<file path="config.mk">
export PLATFORM = sky130hd
export DESIGN_NAME = scirx_receiver
export DESIGN_NICKNAME = d
export VERILOG_FILES = /design/src/verilog/scirx_pkg.sv /design/src/verilog/scirx_receiver.sv
export SDC_FILE = /design/constraint.sdc
export NUM_CORES = 1
export LEC_CHECK = 0
export BUFFER_PORTS_ARGS = -buffer_cell sky130_fd_sc_hd__buf_4
export CAP_MARGIN = 10
export CORE_AREA = 2 2 131 133
export CTS_BUF_LIST = sky130_fd_sc_hd__clkbuf_16
export CTS_CLUSTER_SIZE = 28
export DETAILED_ROUTE_END_ITERATION = 10
export DIE_AREA = 0 0 133 135
export PLACE_DENSITY = 0.67
export SLEW_MARGIN = 20
export SYNTH_ARGS = -nofsm -noshare
export SYNTH_HDL_FRONTEND = slang
export SYNTH_SLANG_ARGS = --single-unit
</file>
<file path="constraint.sdc">
create_clock -name clock -period 4.5 [get_ports clock]
set_input_delay 1.35 -clock clock [delete_from_list [all_inputs] [get_ports clock]]
set_output_delay 1.35 -clock clock [all_outputs]
set_load 0.02 [all_outputs]
</file>
<file path="src/verilog/scirx_pkg.sv">
package scirx_pkg;
    // ==========================================
    // register word indices
    localparam logic [2:0] ADDR_STATUS = 3'h0;
    localparam logic [2:0] ADDR_DATA = 3'h1;
    localparam logic [2:0] ADDR_CTRL = 3'h2;
    localparam logic [2:0] ADDR_BAUD = 3'h3;
    localparam logic [2:0] ADDR_RX_FINE = 3'h4;
    localparam logic [2:0] ADDR_TX_FINE = 3'h5;
    // ==========================================
    // status bit positions
    localparam int ST_RX_FULL = 5;
    localparam int ST_IDLE = 4;
    localparam int ST_OVERRUN = 3;
    localparam int ST_NOISE = 2;
    localparam int ST_FRAMING = 1;
    localparam int ST_PARITY = 0;
    // ==========================================
    // control bit positions
    localparam int CT_RX_EN = 0;
    localparam int CT_TX_EN = 1;
    localparam int CT_WORD9 = 2;
    localparam int CT_WAKE = 3;
    localparam int CT_PAR_EN = 4;
    localparam int CT_PAR_SEL = 5;
    localparam int CT_MUTE = 6;
    localparam int CT_RX_IE = 7;
    localparam int CT_IDLE_IE = 8;
    localparam int CT_PAR_IE = 9;
    // ==========================================
    // baud select field positions
    localparam int BD_RX_LSB = 0;
    localparam int BD_TX_LSB = 3;
    localparam int BD_PR_LSB = 6;
    // ==========================================
    // reset values
    localparam logic [9:0] CTRL_RESET = 10'h000;
    localparam logic [7:0] BAUD_RESET = 8'h00;
    localparam logic [7:0] FINE_RESET = 8'h00;
    // ==========================================
    // oversampling and idle timing
    localparam logic [3:0] VOTE_A = 4'h7;
    localparam logic [3:0] VOTE_B = 4'h8;
    localparam logic [3:0] VOTE_C = 4'h9;
    localparam logic [7:0] IDLE_TICKS_8 = 8'd160;
    localparam logic [7:0] IDLE_TICKS_9 = 8'd176;
    localparam logic [3:0] BITS_8 = 4'h8;
    localparam logic [3:0] BITS_9 = 4'h9;

    typedef enum logic [1:0] {
        RX_IDLE = 2'b00,
        RX_START = 2'b01,
        RX_DATA = 2'b10,
        RX_STOP = 2'b11
    } scirx_state_type;

    // shared prescaler terminal count for 1, 3, 4, 13
    function automatic logic [3:0] prescale_last(input logic [1:0] sel);
        case (sel)
            2'd0: prescale_last = 4'd0;
            2'd1: prescale_last = 4'd2;
            2'd2: prescale_last = 4'd3;
            default: prescale_last = 4'd12;
        endcase
    endfunction
endpackage

</file>
<file path="src/verilog/scirx_receiver.sv">
// Added by the designer: the placing of the registers and the Avalon-MM register port.
`timescale 1ns/1ps
module scirx_receiver (
    input wire logic clock,
    input wire logic sys_rst,
    input wire logic [2:0] avs_address,
    input wire logic avs_read,
    input wire logic avs_write,
    input wire logic [31:0] avs_writedata,
    output logic [31:0] avs_readdata,
    output logic avs_waitrequest,
    input wire logic rx_serial_in,
    input wire logic cpu_irq_mask,
    output logic rx_irq,
    output logic tx_baud_tick
);
    typedef struct packed {
        logic [9:0] ctrl;
        logic [7:0] baud;
        logic [7:0] rx_fine;
        logic [7:0] tx_fine;
        logic [5:0] flags;
        logic [8:0] rx_buffer;
        logic [8:0] shifter;
        scirx_pkg::scirx_state_type state;
        logic [3:0] smp_cnt;
        logic [3:0] bit_cnt;
        logic [1:0] votes;
        logic noisy;
        logic [7:0] idle_cnt;
        logic idle_armed;
        logic seq_armed;
        logic line_prev;
        logic [3:0] pr_cnt;
        logic [6:0] rx_div;
        logic [6:0] tx_div;
        logic [7:0] rx_fcnt;
        logic [7:0] tx_fcnt;
        logic tx_tick;
        logic irq;
        logic wait_n;
        logic [31:0] rdata;
    } scirx_regs_type;

    scirx_regs_type st_reg;
    scirx_regs_type st_next;

    // ==========================================
    // helpers
    function automatic logic div_hit(input logic [6:0] cnt, input logic [2:0] sel);
        div_hit = (cnt == 7'((8'd1 << sel) - 8'd1));
    endfunction

    function automatic logic fine_hit(input logic [7:0] cnt, input logic [7:0] fine);
        fine_hit = (fine == 8'h00) || (cnt == fine - 8'd1);
    endfunction

    logic pr_tick;
    logic rx_tick;
    logic take;
    logic st_rd;
    logic dt_rd;
    logic word9;
    logic vote;
    logic disagree;
    logic done;
    logic idle_evt;
    logic addr_mark;
    logic accept;
    logic par_bad;
    logic [8:0] word;
    logic [3:0] nbits;
    logic [7:0] idle_lim;

    always_comb begin
        st_next = st_reg;
        word9 = st_reg.ctrl[scirx_pkg::CT_WORD9];
        nbits = word9 ? scirx_pkg::BITS_9 : scirx_pkg::BITS_8;
        idle_lim = word9 ? scirx_pkg::IDLE_TICKS_9 : scirx_pkg::IDLE_TICKS_8;
        // ==========================================
        // baud generation
        pr_tick = (st_reg.pr_cnt == scirx_pkg::prescale_last(st_reg.baud[7:6]));
        rx_tick = 1'b0;
        st_next.tx_tick = 1'b0;
        if (pr_tick) begin
            st_next.pr_cnt = 4'd0;
            if (div_hit(st_reg.rx_div, st_reg.baud[2:0])) begin
                st_next.rx_div = 7'd0;
                rx_tick = fine_hit(st_reg.rx_fcnt, st_reg.rx_fine);
                st_next.rx_fcnt = rx_tick ? 8'd0 : st_reg.rx_fcnt + 8'd1;
            end else begin
                st_next.rx_div = st_reg.rx_div + 7'd1;
            end
            if (div_hit(st_reg.tx_div, st_reg.baud[5:3])) begin
                st_next.tx_div = 7'd0;
                st_next.tx_tick = fine_hit(st_reg.tx_fcnt, st_reg.tx_fine);
                st_next.tx_fcnt = st_next.tx_tick ? 8'd0 : st_reg.tx_fcnt + 8'd1;
            end else begin
                st_next.tx_div = st_reg.tx_div + 7'd1;
            end
        end else begin
            st_next.pr_cnt = st_reg.pr_cnt + 4'd1;
        end
        rx_tick = rx_tick && st_reg.ctrl[scirx_pkg::CT_RX_EN];
        // ==========================================
        // bus slave
        take = (avs_read || avs_write) && st_reg.wait_n;
        st_rd = take && avs_read && (avs_address == scirx_pkg::ADDR_STATUS);
        dt_rd = take && avs_read && (avs_address == scirx_pkg::ADDR_DATA);
        st_next.wait_n = (avs_read || avs_write) && !st_reg.wait_n;
        st_next.rdata = 32'h0000_0000;
        if (avs_read && !st_reg.wait_n) begin
            case (avs_address)
                scirx_pkg::ADDR_STATUS: st_next.rdata = {26'h000_0000, st_reg.flags};
                scirx_pkg::ADDR_DATA: st_next.rdata = {23'h00_0000, st_reg.rx_buffer};
                scirx_pkg::ADDR_CTRL: st_next.rdata = {22'h00_0000, st_reg.ctrl};
                scirx_pkg::ADDR_BAUD: st_next.rdata = {24'h00_0000, st_reg.baud};
                scirx_pkg::ADDR_RX_FINE: st_next.rdata = {24'h00_0000, st_reg.rx_fine};
                scirx_pkg::ADDR_TX_FINE: st_next.rdata = {24'h00_0000, st_reg.tx_fine};
                default: st_next.rdata = 32'h0000_0000;
            endcase
        end
        if (take && avs_write) begin
            case (avs_address)
                scirx_pkg::ADDR_CTRL: st_next.ctrl = avs_writedata[9:0];
                scirx_pkg::ADDR_BAUD: st_next.baud = avs_writedata[7:0];
                scirx_pkg::ADDR_RX_FINE: st_next.rx_fine = avs_writedata[7:0];
                scirx_pkg::ADDR_TX_FINE: st_next.tx_fine = avs_writedata[7:0];
                default: st_next.baud = st_reg.baud;
            endcase
        end
        // status then data read clears all receive flags
        if (st_rd) begin
            st_next.seq_armed = 1'b1;
        end else if (dt_rd && st_reg.seq_armed) begin
            st_next.seq_armed = 1'b0;
            st_next.flags = 6'h00;
        end
        // ==========================================
        // receive sampling
        vote = 1'b0;
        disagree = 1'b0;
        done = 1'b0;
        if (rx_tick) begin
            st_next.line_prev = rx_serial_in;
            st_next.smp_cnt = st_reg.smp_cnt + 4'd1;
            if (st_reg.smp_cnt == scirx_pkg::VOTE_A) begin
                st_next.votes[0] = rx_serial_in;
            end
            if (st_reg.smp_cnt == scirx_pkg::VOTE_B) begin
                st_next.votes[1] = rx_serial_in;
            end
            // majority of three centre samples
            vote = (st_reg.votes[0] & st_reg.votes[1]) | (st_reg.votes[0] & rx_serial_in)
                | (st_reg.votes[1] & rx_serial_in);
            disagree = (st_reg.votes[0] != st_reg.votes[1])
                || (st_reg.votes[1] != rx_serial_in);
            if (st_reg.smp_cnt == scirx_pkg::VOTE_C && st_reg.state != scirx_pkg::RX_IDLE) begin
                st_next.noisy = st_reg.noisy | disagree;
            end
            case (st_reg.state)
                scirx_pkg::RX_IDLE: begin
                    if (st_reg.line_prev && !rx_serial_in) begin
                        st_next.state = scirx_pkg::RX_START;
                        st_next.smp_cnt = 4'd1;
                        st_next.noisy = 1'b0;
                        st_next.bit_cnt = 4'd0;
                    end
                end
                scirx_pkg::RX_START: begin
                    if (st_reg.smp_cnt == scirx_pkg::VOTE_C) begin
                        if (vote) begin
                            st_next.state = scirx_pkg::RX_IDLE;
                        end
                    end else if (st_reg.smp_cnt == 4'hf) begin
                        st_next.state = scirx_pkg::RX_DATA;
                    end
                end
                scirx_pkg::RX_DATA: begin
                    if (st_reg.smp_cnt == scirx_pkg::VOTE_C) begin
                        st_next.shifter = {vote, st_reg.shifter[8:1]};
                        st_next.bit_cnt = st_reg.bit_cnt + 4'd1;
                    end else if (st_reg.smp_cnt == 4'hf && st_reg.bit_cnt == nbits) begin
                        st_next.state = scirx_pkg::RX_STOP;
                    end
                end
                scirx_pkg::RX_STOP: begin
                    if (st_reg.smp_cnt == scirx_pkg::VOTE_C) begin
                        done = 1'b1;
                        st_next.state = scirx_pkg::RX_IDLE;
                    end
                end
                default: st_next.state = scirx_pkg::RX_IDLE;
            endcase
        end
        // ==========================================
        // character completion
        word = word9 ? st_reg.shifter : {1'b0, st_reg.shifter[8:1]};
        addr_mark = st_reg.ctrl[scirx_pkg::CT_PAR_EN] ? word[nbits - 4'd2]
            : word[nbits - 4'd1];
        par_bad = st_reg.ctrl[scirx_pkg::CT_PAR_EN]
            && ((^word) != st_reg.ctrl[scirx_pkg::CT_PAR_SEL]);
        accept = done && (!st_reg.ctrl[scirx_pkg::CT_MUTE]
            || (st_reg.ctrl[scirx_pkg::CT_WAKE] && addr_mark));
        if (done) begin
            st_next.idle_armed = 1'b1;
        end
        if (accept) begin
            st_next.ctrl[scirx_pkg::CT_MUTE] = 1'b0;
            if (st_reg.flags[scirx_pkg::ST_RX_FULL]) begin
                st_next.flags[scirx_pkg::ST_OVERRUN] = 1'b1;
            end else begin
                st_next.rx_buffer = word;
                st_next.flags[scirx_pkg::ST_RX_FULL] = 1'b1;
                st_next.flags[scirx_pkg::ST_NOISE] = st_reg.noisy | disagree;
                st_next.flags[scirx_pkg::ST_FRAMING] = !vote;
                st_next.flags[scirx_pkg::ST_PARITY] = par_bad;
            end
        end
        // ==========================================
        // idle line detection
        idle_evt = 1'b0;
        if (rx_tick) begin
            if (!rx_serial_in || st_reg.state != scirx_pkg::RX_IDLE) begin
                st_next.idle_cnt = 8'd0;
            end else if (st_reg.idle_cnt != idle_lim) begin
                st_next.idle_cnt = st_reg.idle_cnt + 8'd1;
                idle_evt = (st_reg.idle_cnt == idle_lim - 8'd1) && st_reg.idle_armed;
            end
        end
        if (idle_evt) begin
            st_next.idle_armed = 1'b0;
            if (!st_reg.ctrl[scirx_pkg::CT_MUTE]) begin
                st_next.flags[scirx_pkg::ST_IDLE] = 1'b1;
            end else if (!st_reg.ctrl[scirx_pkg::CT_WAKE]) begin
                st_next.ctrl[scirx_pkg::CT_MUTE] = 1'b0;
            end
        end
        // ==========================================
        // interrupt request
        st_next.irq = !cpu_irq_mask && !st_next.ctrl[scirx_pkg::CT_MUTE]
            && ((st_next.ctrl[scirx_pkg::CT_RX_IE] && (st_next.flags[scirx_pkg::ST_RX_FULL]
            || st_next.flags[scirx_pkg::ST_OVERRUN]))
            || (st_next.ctrl[scirx_pkg::CT_IDLE_IE] && st_next.flags[scirx_pkg::ST_IDLE])
            || (st_next.ctrl[scirx_pkg::CT_PAR_IE] && st_next.flags[scirx_pkg::ST_PARITY]));
    end

    always_ff @(posedge clock) begin
        if (sys_rst) begin
            st_reg <= '0;
            st_reg.ctrl <= scirx_pkg::CTRL_RESET;
            st_reg.baud <= scirx_pkg::BAUD_RESET;
            st_reg.rx_fine <= scirx_pkg::FINE_RESET;
            st_reg.tx_fine <= scirx_pkg::FINE_RESET;
            st_reg.state <= scirx_pkg::RX_IDLE;
            st_reg.idle_armed <= 1'b1;
        end else begin
            st_reg <= st_next;
        end
    end

    assign avs_readdata = st_reg.rdata;
    assign avs_waitrequest = !st_reg.wait_n;
    assign rx_irq = st_reg.irq;
    assign tx_baud_tick = st_reg.tx_tick;
endmodule

</file>
Word level (Yosys, flattened, before mapping)
Index checks and enable logic that the tools add are counted.

Reductions and logical operators: 63. Div/mod/pow operators: 0. Multipliers: 0. Mux-type cells: 62. Add/sub/neg operators: 15. Equality and inequality tests: 32. Bitwise operators: 11. $lt $le $gt $ge: 2. Shift operators: 2.

Operators by type and width (count): case mux 10 bit (6 select lines) (1); two-way mux 8 bit (7); two-way mux 34 bit (1); two-way mux 1 bit (30); adder 8 x 1 -> 8 bit, second input constant (3); equality test 8 bit (3); subtractor 8 x 1 -> 8 bit, second input constant (3); logical AND 1 bit (21); two-way mux 10 bit (2); AND reduction 2 bit (10); zero test 8 bit (2); adder 7 x 1 -> 7 bit, second input constant (2); equality test 7 bit (2); two-way mux 7 bit (2); left shift 1 x 3 -> 7 bit, first input constant (2); subtractor 7 x 1 -> 7 bit, second input constant (2); two-way mux 13 bit (1); adder 4 x 1 -> 4 bit, second input constant (3); equality test 4 bit, second input constant (3); two-way mux 12 bit (1); two-way mux 2 bit (6); two-way mux 6 bit (2); case mux 4 bit (3 select lines) (1); less-than comparator 4 x 5 -> 1 bit, second input constant (2); 33 further kinds (75).

Latch bits: 0. Memory bits (read-only): 0. Flip-flop bits (word level): 151. Input port bits: 41. Logic and storage cells: 214. Memories kept: 0. Memory bits (writable): 0.

Depth between registers and ports, before layout
Gate-level depths: netlist of run 1.

Word-level depth: 15. Mapped depth: 13. Mapped depth without buffers: 10.

Worst setup path after synthesis of run 1
Ideal clock, no wire load.

Path type: reg2reg. From: reg st_reg[134] in the netlist's numbering. To: reg st_reg[80] in the netlist's numbering. Arrival: 2925 ps. Stages on the path, launching flop included: 12. Library setup time: 129 ps. Clock period less this slack: 3055 ps. Setup slack: 1445 ps. Required time: 4371 ps. Path through: dfxtp_1 > buf_2 > or3_1 > ha_1 > or4b_1 > o311ai_1 > xor2_2 > nor4_4 > nand4_1 > buf_2 > o21bai_1 > nor2_1.

Longest elaborated chain between the ends: 6.

RTL lines: from (decl) (RTL line scirx_receiver.sv:45) `scirx_regs_type st_reg;`; from (signal assigned) (RTL line scirx_receiver.sv:258) `st_reg <= st_next;`; left shift 1 x 3 -> 7 bit (RTL line scirx_receiver.sv:51) `div_hit = (cnt == 7'((8'd1 << sel) - 8'd1));`; subtractor 7 x 1 -> 7 bit (RTL line scirx_receiver.sv:51); equality test 7 bit (RTL line scirx_receiver.sv:51); two-way mux 1 bit (RTL line scirx_receiver.sv:87) `if (div_hit(st_reg.rx_div, st_reg.baud[2:0])) begin`; two-way mux 1 bit (RTL line scirx_receiver.sv:85) `if (pr_tick) begin`; logical AND 1 bit (RTL line scirx_receiver.sv:104) `rx_tick = rx_tick && st_reg.ctrl[scirx_pkg::CT_RX_EN];`.

No other way between the ends. A chain may end at the register's enable or synchronous reset.

Worst setup path after layout of run 1
From: reg st_reg[134] in the netlist's numbering. To: reg st_reg[113] in the netlist's numbering.

Longest elaborated chain between the ends: 10. Elaborated cells between the ends (all ways): 12. Classes of those cells: add/sub (1); eq/ne (1); shift (1); mux (6); bitwise (1); reduce/logical (2).

RTL lines: left shift 1 x 3 -> 7 bit (*) (RTL line scirx_receiver.sv:51); subtractor 7 x 1 -> 7 bit (*) (RTL line scirx_receiver.sv:51); equality test 7 bit (*) (RTL line scirx_receiver.sv:51); two-way mux 1 bit (*) (RTL line scirx_receiver.sv:87); two-way mux 1 bit (*) (RTL line scirx_receiver.sv:85); logical AND 1 bit (*) (RTL line scirx_receiver.sv:104); two-way mux 1 bit (RTL line scirx_receiver.sv:144) `if (rx_tick) begin`; bitwise OR 1 bit (RTL line scirx_receiver.sv:215) `st_next.flags[scirx_pkg::ST_NOISE] = st_reg.noisy | disagree;`; two-way mux 12 bit (RTL line scirx_receiver.sv:210) `if (st_reg.flags[scirx_pkg::ST_RX_FULL]) begin`; two-way mux 13 bit (*) (RTL line scirx_receiver.sv:208) `if (accept) begin`.

Mark *: on every way between the ends. The rest lies on a longest branch, timed or not.

==> out/metrics.cfg, run 1 <==
[critical_path]
endpoint = st_reg[113]$_SDFF_PP0_
r2r_end = st_reg[113]$_SDFF_PP0_
r2r_cells = 9
path_class = flop to flop
critPathArrivalTime_ps = 4040
critPathRequiredTime_ps = 4840
r2r_start = st_reg[134]$_SDFFE_PP0P_
crit_path_end_kind = flop
start_kind = flop
setup.worst_path.start = st_reg[134]$_SDFFE_PP0P_
reg2reg_slack_ps = 800
crit_fanout = 17

[logic_synthesis]
yosys.area.top_type_share = 0.3525
synth_seq_area_share = 0.3525
synth_most_common_cell = dfxtp_1
yosys.area.top_type = dfxtp_1
synth_top_cells_by_count = dfxtp_1, nor2_1, mux2i_1
yosys_register_bits = 129
syn_avg_cell_area_um2 = 8.754
ys.flop_type = dfxtp_1
synth_cell_type_count = 70
syn_inst = 837
yosysWarnings = 0
synth_edf_count = 0
ys_top_cells_by_area = dfxtp_1, mux2i_1, nor2_1, xnor2_1, xor2_1
async_flop_share = 0
synth_area_um2 = 7327

[global_routing]
grt_pass1_wl_um = 27600
grt_max_degree = 45
grt_overflow = 0
grt_pass1_vias = 5500
grt_antenna_before_repair = 0
grt_use_total = 0.1924

[detailed_routing]
avgRoutedWirePerCell_um = 15.45
ant_nets = 0
finalWirelength_um = 16610
vias = 5779
vias_per_cell = 5.376
dr.pass1.iters = 5
drt_iter0_drc = 324
drc_errors = 0

[clocking]
hold_buffers = 0
clockBufferDepth = 2
clkTransAtPathRegs_ps = 60
clk-insertion-delay-late_ps = 430
cts_resized = 0
cts_buffers = 17
cts-root-buf = clkbuf_16
cts_setup_buffers = 0
htreeDepth = 4
cts_sinks = 129
cts_tree = built

[floorplan]
ioPinCount = 76
die_x_um = 133
initial_core_util = 0.4466
rows = 47
core-area_um2 = 16410
die_h_um = 135
die_area_um2 = 17960

[sta]
slew_violations = 0
post-route-min-period_ps = 3705
fmax_ghz = 0.2699
setup_slack_ps = 795.0
fin_worst_skew_ps = 7.436
relSlewSlack = 0.4912
final_hold_viol_count = 0
tightest_slew_ps = 762.2
setup_tns_ps = 0
finalCritPeriodShare = 0.8233
rsz0062_at_grt = false
setup_viol = 0

[power_and_ir_drop]
combPwrFrac = 0.090
power_frac_clock = 0.510
power.share.sequential = 0.400
ir_drop_v = 0.0002942
pwr_density_cell_nw_per_um2 = 359.6
leakage_uw = 0.003058
p_total_uw = 2949
internal_power_uw = 2235
p_sw_frac = 0.2423
p_sw_uw = 714.7

[cells_and_area]
drive_gt1_frac = 0.1228
area_delta_synth_final_pct = 11.95
antennaDiodeCount = 0
finalNetCount = 902
largest_reg_flops = 116

[run_status]
outcome = finished clean

[place]
gp_congestion = 0.8149
hpwl_um = 11760
io_buffers = 31
pre_cts_ws_ps = 843.5

[flow_run]
drv_cap = 0

[worst_hold_path]
hp-class = flop to flop

## worst max-delay path, stage by stage, from the launching register on
cell	delay [ps]
dfxtp_1	440
or3_1	400
ha_1	290
or4b_1	490
o311ai_1	150
xor2_2	210
nor4_4	460
and4_1	680
o21ai_0	200
a311oi_1	280
## layout make-up
| cell class | instances | area, um2 |
|---|---|---|
| clock buffer | 17 | 425.4 |
| inverter | 23 | 86.33 |
| fill | 1572 | 8204 |
| sequential | 129 | 2582 |
| multi-input combinational | 631 | 4317 |
| tap | 220 | 275.3 |
| clock inverter | 15 | 216.5 |
| timing repair buffer | 40 | 300.3 |
## worst min path at each step
stage,from,to,slack (ps),depth (start not counted)
floorplan,st_reg[150]$_SDFF_PP0_,avs_readdata[9]$_SDFF_PP0_,420,2
global placement,st_reg[65]$_SDFF_PP0_,st_reg[65]$_SDFF_PP0_,460,1
detailed placement,st_reg[80]$_SDFFE_PP0P_,st_reg[113]$_SDFF_PP0_,460,2
CTS,st_reg[80]$_SDFFE_PP0P_,st_reg[113]$_SDFF_PP0_,470,2
global route,st_reg[80]$_SDFFE_PP0P_,st_reg[113]$_SDFF_PP0_,510,2
finish,st_reg[80]$_SDFFE_PP0P_,st_reg[113]$_SDFF_PP0_,470,2
## power groups by stage
stage / logic [uW] / clock network (uW) / registers [uW]
4_1_cts: 264 / 1520 / 1180
3_5_place_dp: 261 / 0 / 1200
5_1_grt: 288 / 1570 / 1180
2_1_floorplan: 211 / 0 / 1200
3_3_place_gp: 260 / 0 / 1200
6_report: 265 / 1510 / 1180
## cells by family after synthesis
kind of cell / count (synthesis) / share of synthesized area
muxes: 79 / 0.1122
xor gates and xnor gates: 69 / 0.08538
buffers and inverters: 98 / 0.06984
AOI/OAI and AO/OA: 122 / 0.1161
adders and majority gates: 19 / 0.03245
DFF: 129 / 0.3525
other: 1 / 0.0005118
and+or+nand+nor: 320 / 0.2310
## metrics by stage
| step | util | cells | instance area, um2 | hold WS [ps] |
|---|---|---|---|---|
| floorplan | - | 858 | 7406 | 424.1 |
| global placement | 0.4608 | 1043 | 7561 | 455.6 |
| detailed placement | 0.4608 | 1043 | 7561 | 464.9 |
| CTS | 0.5000 | 1075 | 8203 | 472.9 |
| global route | 0.5000 | 1075 | 8203 | 508.0 |
| finish | 0.5000 | 1075 | 8203 | 470.9 |
## per-layer routing
layer  vias to the layer above  part of all wire  track usage
met1                      2720              0.47       0.2473
met3                        26             0.044      0.04730
met5                         -                 0            0
met4                         0             0.021      0.08363
met2                       121              0.46       0.3083
li1                       2912                 -            -
## layout by cell type (no fill, tap or decap), types with 19 or more instances in the layout
| cell type | count |
|---|---|
| xnor2_1 | 34 |
| nor3_1 | 27 |
| inv_1 | 24 |
| xor2_1 | 33 |
| nand3_1 | 21 |
| dfxtp_1 | 129 |
| buf_4 | 40 |
| nor2_1 | 101 |
| nand2_1 | 49 |
| a21oi_1 | 38 |
| nand2b_1 | 24 |
| mux2i_1 | 63 |
| ha_1 | 19 |
| conb_1 | 22 |
Note: power is estimated with default switching activity, not from simulation.
==> inputs of run 2 (changes only) <==
==> constraint.sdc (replaced) <==
create_clock -name clock -period 3.88 [get_ports clock]
set_input_delay 1.164 -clock clock [delete_from_list [all_inputs] [get_ports clock]]
set_output_delay 1.164 -clock clock [all_outputs]
set_load 0.02 [all_outputs]
==> out/metrics.cfg, run 2 (synthesis gave the netlist of run 1 again) <==
[critical_path]
crit_fanout = 19  ; +2
setup.worst_path.start = st_reg[135]$_SDFFE_PP0P_
critPathRequiredTime_ps = 4190  ; -650 ps
start_kind = flop
crit_chain = or3_1 > ha_1 > or4b_1 > o311ai_1 > xor2_2 > nor4_4 > buf_4 > and4_1 > buf_4 > o31a_1 > a211oi_2
path_class = flop to flop
slowest_stage = or4b_1
cp_common_cell = buf_4
crit_path_end_kind = flop
critPathArrivalTime_ps = 3710  ; -330 ps
max_stage_delay_ps = 490  ; -190 ps
r2r_start = st_reg[135]$_SDFFE_PP0P_

[sta]
fin_worst_skew_ps = 13.42  ; +5.983 ps
setup_tns_ps = 0  ; unchanged
final_hold_viol_count = 0  ; unchanged
fmax_ghz = 0.2940  ; +8.9%
relSlewSlack = 0.5187  ; +0.02752
tightest_slew_ps = 721.0  ; -41.23 ps
rsz0062_at_grt = false
post-route-min-period_ps = 3401  ; -303.9 ps
slew_violations = 0  ; unchanged
finalCritPeriodShare = 0.8766  ; +0.05324
setup_viol = 0  ; unchanged

[clocking]
cts_sinks = 129  ; unchanged
clk-insertion-delay-late_ps = 430  ; about the same
htreeDepth = 4  ; unchanged
hold_buffers = 0  ; unchanged
cts-root-buf = clkbuf_16
cts_resized = 0  ; unchanged
clkTransAtPathRegs_ps = 60  ; about the same
clockBufferDepth = 2  ; unchanged
cts_setup_buffers = 0  ; unchanged
cts_tree = built
cts_buffers = 17  ; unchanged

[cells_and_area]
area_delta_synth_final_pct = 11.70
final_cell_mix = dfxtp_1, nor2_1, mux2i_1
final_area_um2 = 8184  ; -0.23%
drive_gt1_frac = 0.1256  ; +0.002774
fillers = 1555  ; -1.1%
final_common_cell = dfxtp_1
finalNetCount = 908  ; +0.67%
largest_reg_flops = 116  ; unchanged
antennaDiodeCount = 0  ; unchanged

[detailed_routing]
vias_per_cell = 5.359  ; -0.31%
dr.pass1.iters = 5  ; unchanged
drt_iter0_drc = 316  ; -2.5%
avgRoutedWirePerCell_um = 15.10  ; -2.3%
ant_nets = 0  ; unchanged
vias = 5788  ; +0.16%
drc_errors = 0  ; unchanged
finalWirelength_um = 16310  ; -1.8%

[worst_hold_path]
hp-start = st_reg[80]$_SDFFE_PP0P_
hp-class = flop to flop

[global_routing]
gr-usage-met2 = 0.3097  ; +0.001439
groute.layer.met1.usage = 0.2448  ; -0.002552
grt_pass1_vias = 5496  ; -0.073%
grt_overflow = 0  ; unchanged
busiest_layer = met2
grt_use_total = 0.1898  ; -0.002609
grt_max_degree = 49  ; +8.9%
use_met3 = 0.04955  ; +0.002252
grt_pass1_wl_um = 27310  ; -1.1%
grt_antenna_before_repair = 0  ; unchanged

[floorplan]
rows = 47  ; unchanged
initial_core_util = 0.4466  ; unchanged
die_area_um2 = 17960  ; unchanged
die_x_um = 133  ; unchanged
ioPinCount = 76  ; unchanged
die_h_um = 135  ; unchanged
core-area_um2 = 16410  ; unchanged

[power_and_ir_drop]
ir_drop_v = 0.0003358  ; +14%
leakage_uw = 0.003073  ; +0.51%
pwr_density_cell_nw_per_um2 = 397.4  ; +11%

[place]
placed_area_um2 = 7606  ; +0.60%
hpwl_um = 11700  ; -0.50%
gp_congestion = 0.8183  ; +0.42%
io_buffers = 31  ; unchanged

[flow_run]
drv_cap = 0  ; unchanged

[run_status]
outcome = finished clean

-- run 2: path summary, 6_finish.rpt --
kind	slack [ps]	cells past startpoint	endpoint
min	470	2	st_reg[113]$_SDFF_PP0_
max reg2reg	480	11	rx_irq$_SDFF_PP0_
max	480	11	rx_irq$_SDFF_PP0_
min reg2reg	470	2	st_reg[113]$_SDFF_PP0_
-- run 2: stage by stage --
step	hold slack (ps)	power, uW	util	cells	setup WS, ps
after floorplan	424.1	1635	-	858	825.4
after global placement	454.6	1710	0.4636	1049	501.3
after detailed placement	460.5	1710	0.4636	1049	486.5
after CTS	468.4	3274	0.4988	1080	456.0
after global routing	492.8	3372	0.4988	1080	229.0
final	465.7	3252	0.4988	1080	478.9
-- run 2: layout make-up --
| type | count | area [um2] | area share |
|---|---|---|---|
| flip-flops and latches | 129 | 2582 | 0.3155 |
| repair buffers | 46 | 345.3 | 0.04220 |
| inverters | 23 | 86.33 | 0.01055 |
| clock inverters | 14 | 152.6 | 0.01865 |
| clock buffers | 17 | 425.4 | 0.05198 |
| well taps | 220 | 275.3 | 0.03363 |
| multi-input cells | 631 | 4317 | 0.5274 |
-- run 2: worst max-delay path, delay by kind of cell (launching register included) --
| kind | cells | cell delay, ps |
|---|---|---|
| fa+ha+maj | 1 | 290 |
| compound gates | 3 | 470 |
| xor+xnor | 1 | 200 |
| simple gates | 4 | 1420 |
| buf+inv | 2 | 460 |
| flops | 1 | 440 |
-- run 2: metal layers --
layer	wire length [um]	share of wire
met2	7663	0.47
met4	257	0.016
met1	7806	0.48
met3	578	0.035
met5	0	0
-- run 2: power breakdown --
part           switching [uW]  internal, uW
clock                     577           992
combinational             191           125
sequential               24.8          1340
==> inputs of run 3 (changes only) <==
--- a/config.mk
+++ b/config.mk
@@ -7,12 +7,12 @@
 export LEC_CHECK = 0
 export BUFFER_PORTS_ARGS = -buffer_cell sky130_fd_sc_hd__buf_4
 export CAP_MARGIN = 10
-export CORE_AREA = 2 2 131 133
+export CORE_AREA = 2 2 160 162
 export CTS_BUF_LIST = sky130_fd_sc_hd__clkbuf_16
 export CTS_CLUSTER_SIZE = 28
 export DETAILED_ROUTE_END_ITERATION = 10
-export DIE_AREA = 0 0 133 135
-export PLACE_DENSITY = 0.67
+export DIE_AREA = 0 0 162 164
+export PLACE_DENSITY = 0.5
 export SLEW_MARGIN = 20
 export SYNTH_ARGS = -nofsm -noshare
 export SYNTH_HDL_FRONTEND = slang
==> out/metrics.cfg, run 3 (synthesis gave the netlist of run 1 again) <==
[run_status]
outcome = finished clean

[power_and_ir_drop]
p_total_uw = 3340  ; +2.7%
combPwrFrac = 0.095  ; -0.002
p_sw_uw = 818.8  ; +3.3%
leakage_uw = 0.003082  ; +0.29%
internal_power_uw = 2522  ; +2.5%
power.share.sequential = 0.409  ; -0.012
power_frac_clock = 0.495  ; +0.013
p_sw_frac = 0.2451  ; +0.001450
pwr_density_cell_nw_per_um2 = 400.3  ; +0.74%
ir_drop_v = 0.0002493  ; -26%

[cells_and_area]
antennaDiodeCount = 0  ; unchanged
fin_cells = 1191  ; +10%
area_delta_synth_final_pct = 13.88
final_common_cell = dfxtp_1
finalNetCount = 908  ; unchanged
final_cell_mix = dfxtp_1, nor2_1, mux2i_1
largest_reg_flops = 116  ; unchanged
final_area_um2 = 8344  ; +2.0%
fillers = 2583  ; +66%
drive_gt1_frac = 0.1254  ; -0.0001459

[detailed_routing]
ant_nets = 0  ; unchanged
vias_per_cell = 4.844  ; -9.6%
avgRoutedWirePerCell_um = 14.98  ; -0.77%
drt_iter0_drc = 339  ; +7.3%
drc_errors = 0  ; unchanged
vias = 5769  ; -0.33%
dr.pass1.iters = 4  ; -1
finalWirelength_um = 17840  ; +9.4%

[floorplan]
die_x_um = 162  ; +22%
initial_core_util = 0.2952  ; -0.1514
ioPinCount = 76  ; unchanged
die_area_um2 = 26570  ; +48%
rows = 58  ; +23%
core-area_um2 = 24820  ; +51%
die_h_um = 164  ; +21%

[sta]
fmax_ghz = 0.2817  ; -4.2%
post-route-min-period_ps = 3550  ; +149.3 ps
slew_violations = 0  ; unchanged
setup_tns_ps = 0  ; unchanged
relSlewSlack = 0.4320  ; -0.08664
tightest_slew_ps = 851.9  ; +130.9 ps
final_hold_viol_count = 0  ; unchanged
rsz0062_at_grt = false
setup_viol = 0  ; unchanged
fin_worst_skew_ps = 9.255  ; -4.164 ps
finalCritPeriodShare = 0.9151  ; +0.03849

[critical_path]
crit_fanout = 11  ; -8
crit_path_end_kind = flop
critPathRequiredTime_ps = 4180  ; about the same
start_kind = flop
path_class = flop to flop
max_stage_delay_ps = 580  ; +90 ps
crit_chain = buf_4 > nor2_1 > nand2_1 > ha_1 > or4b_1 > o311ai_1 > xor2_2 > nor4_4 > and4_1 > buf_4 > nand4b_1 > mux2i_1
cp_common_cell = buf_4
critPathArrivalTime_ps = 3860  ; +150 ps
slowest_stage = and4_1

[clocking]
cts_resized = 0  ; unchanged
hold_buffers = 0  ; unchanged
cts_setup_buffers = 0  ; unchanged
cts-root-buf = clkbuf_16
cts_tree = built
htreeDepth = 4  ; unchanged
cts_sinks = 129  ; unchanged
clkTransAtPathRegs_ps = 60  ; about the same
clockBufferDepth = 2  ; unchanged
cts_buffers = 17  ; unchanged
clk-insertion-delay-late_ps = 420  ; about the same

[global_routing]
grt_overflow = 0  ; unchanged
grt_max_degree = 79  ; +61%
grt_pass1_wl_um = 29300  ; +7.3%
grt_use_total = 0.1386  ; -0.05122
grt_antenna_before_repair = 0  ; unchanged
grt_pass1_vias = 5526  ; +0.55%

[place]
hpwl_um = 12710  ; +8.6%
place_inst = 1159  ; +10%
placed_area_um2 = 7744  ; +1.8%
io_buffers = 31  ; unchanged
gp_congestion = 0.8105  ; -0.95%

[worst_hold_path]
hp-class = flop to flop

[flow_run]
drv_cap = 0  ; unchanged

-- run 3: per-layer routing --
layer  share of wire  GRT usage  up-vias
met2            0.46     0.2228       82
met1            0.50     0.1856     2747
met3           0.028    0.02778       13
met4           0.013    0.04787        0
li1                -          -     2927
met5               0          0        -
-- run 3: final timing paths --
kind | startpoint | endpoint | slack [ps] | cells after the start
max reg2reg | st_reg[134]$_SDFFE_PP0P_ | st_reg[82]$_SDFFE_PP0P_ | 330 | 12
max | st_reg[134]$_SDFFE_PP0P_ | st_reg[82]$_SDFFE_PP0P_ | 330 | 12
min reg2reg | st_reg[110]$_SDFFE_PP0P_ | st_reg[110]$_SDFFE_PP0P_ | 460 | 2
min | st_reg[110]$_SDFFE_PP0P_ | st_reg[110]$_SDFFE_PP0P_ | 460 | 2
-- run 3: power by group through the flow --
stage | clock network, uW | registers (uW) | logic (uW)
after CTS | 1690 | 1370 | 323
after global routing | 1750 | 1370 | 354
after floorplan | 0 | 1390 | 245
final | 1650 | 1370 | 319
after detailed placement | 0 | 1400 | 321
after global placement | 0 | 1400 | 320
-- run 3: worst max-delay path, delay by kind of cell (launching register included) --
family                   cells  cell delay (ps)
AND/OR/NAND/NOR              6             1930
buffers and inverters        2              400
XOR/XNOR                     1              200
flip-flops                   1              360
adder cells (fa/ha/maj)      1              250
AO/OA/AOI/OAI                1              150
multiplexers                 1              140
-- run 3: stage by stage --
stage	setup slack (ps)	util	hold slack, ps
2_1_floorplan	825.4	-	424.1
5_1_grt	70.98	0.3362	496.3
4_1_cts	327.6	0.3362	466.3
3_5_place_dp	346.2	0.3120	456.5
3_3_place_gp	367.5	0.3120	454.3
6_report	329.6	0.3362	461.0
-- run 3: layout make-up --
class	instances	area, um2	area share
multi-input combinational	631	4317	0.5173
sequential	129	2582	0.3095
clock buffer	17	425.4	0.05098
tap	330	412.9	0.04948
timing repair buffer	46	345.3	0.04139
clock inverter	15	175.2	0.02099
inverter	23	86.33	0.01035
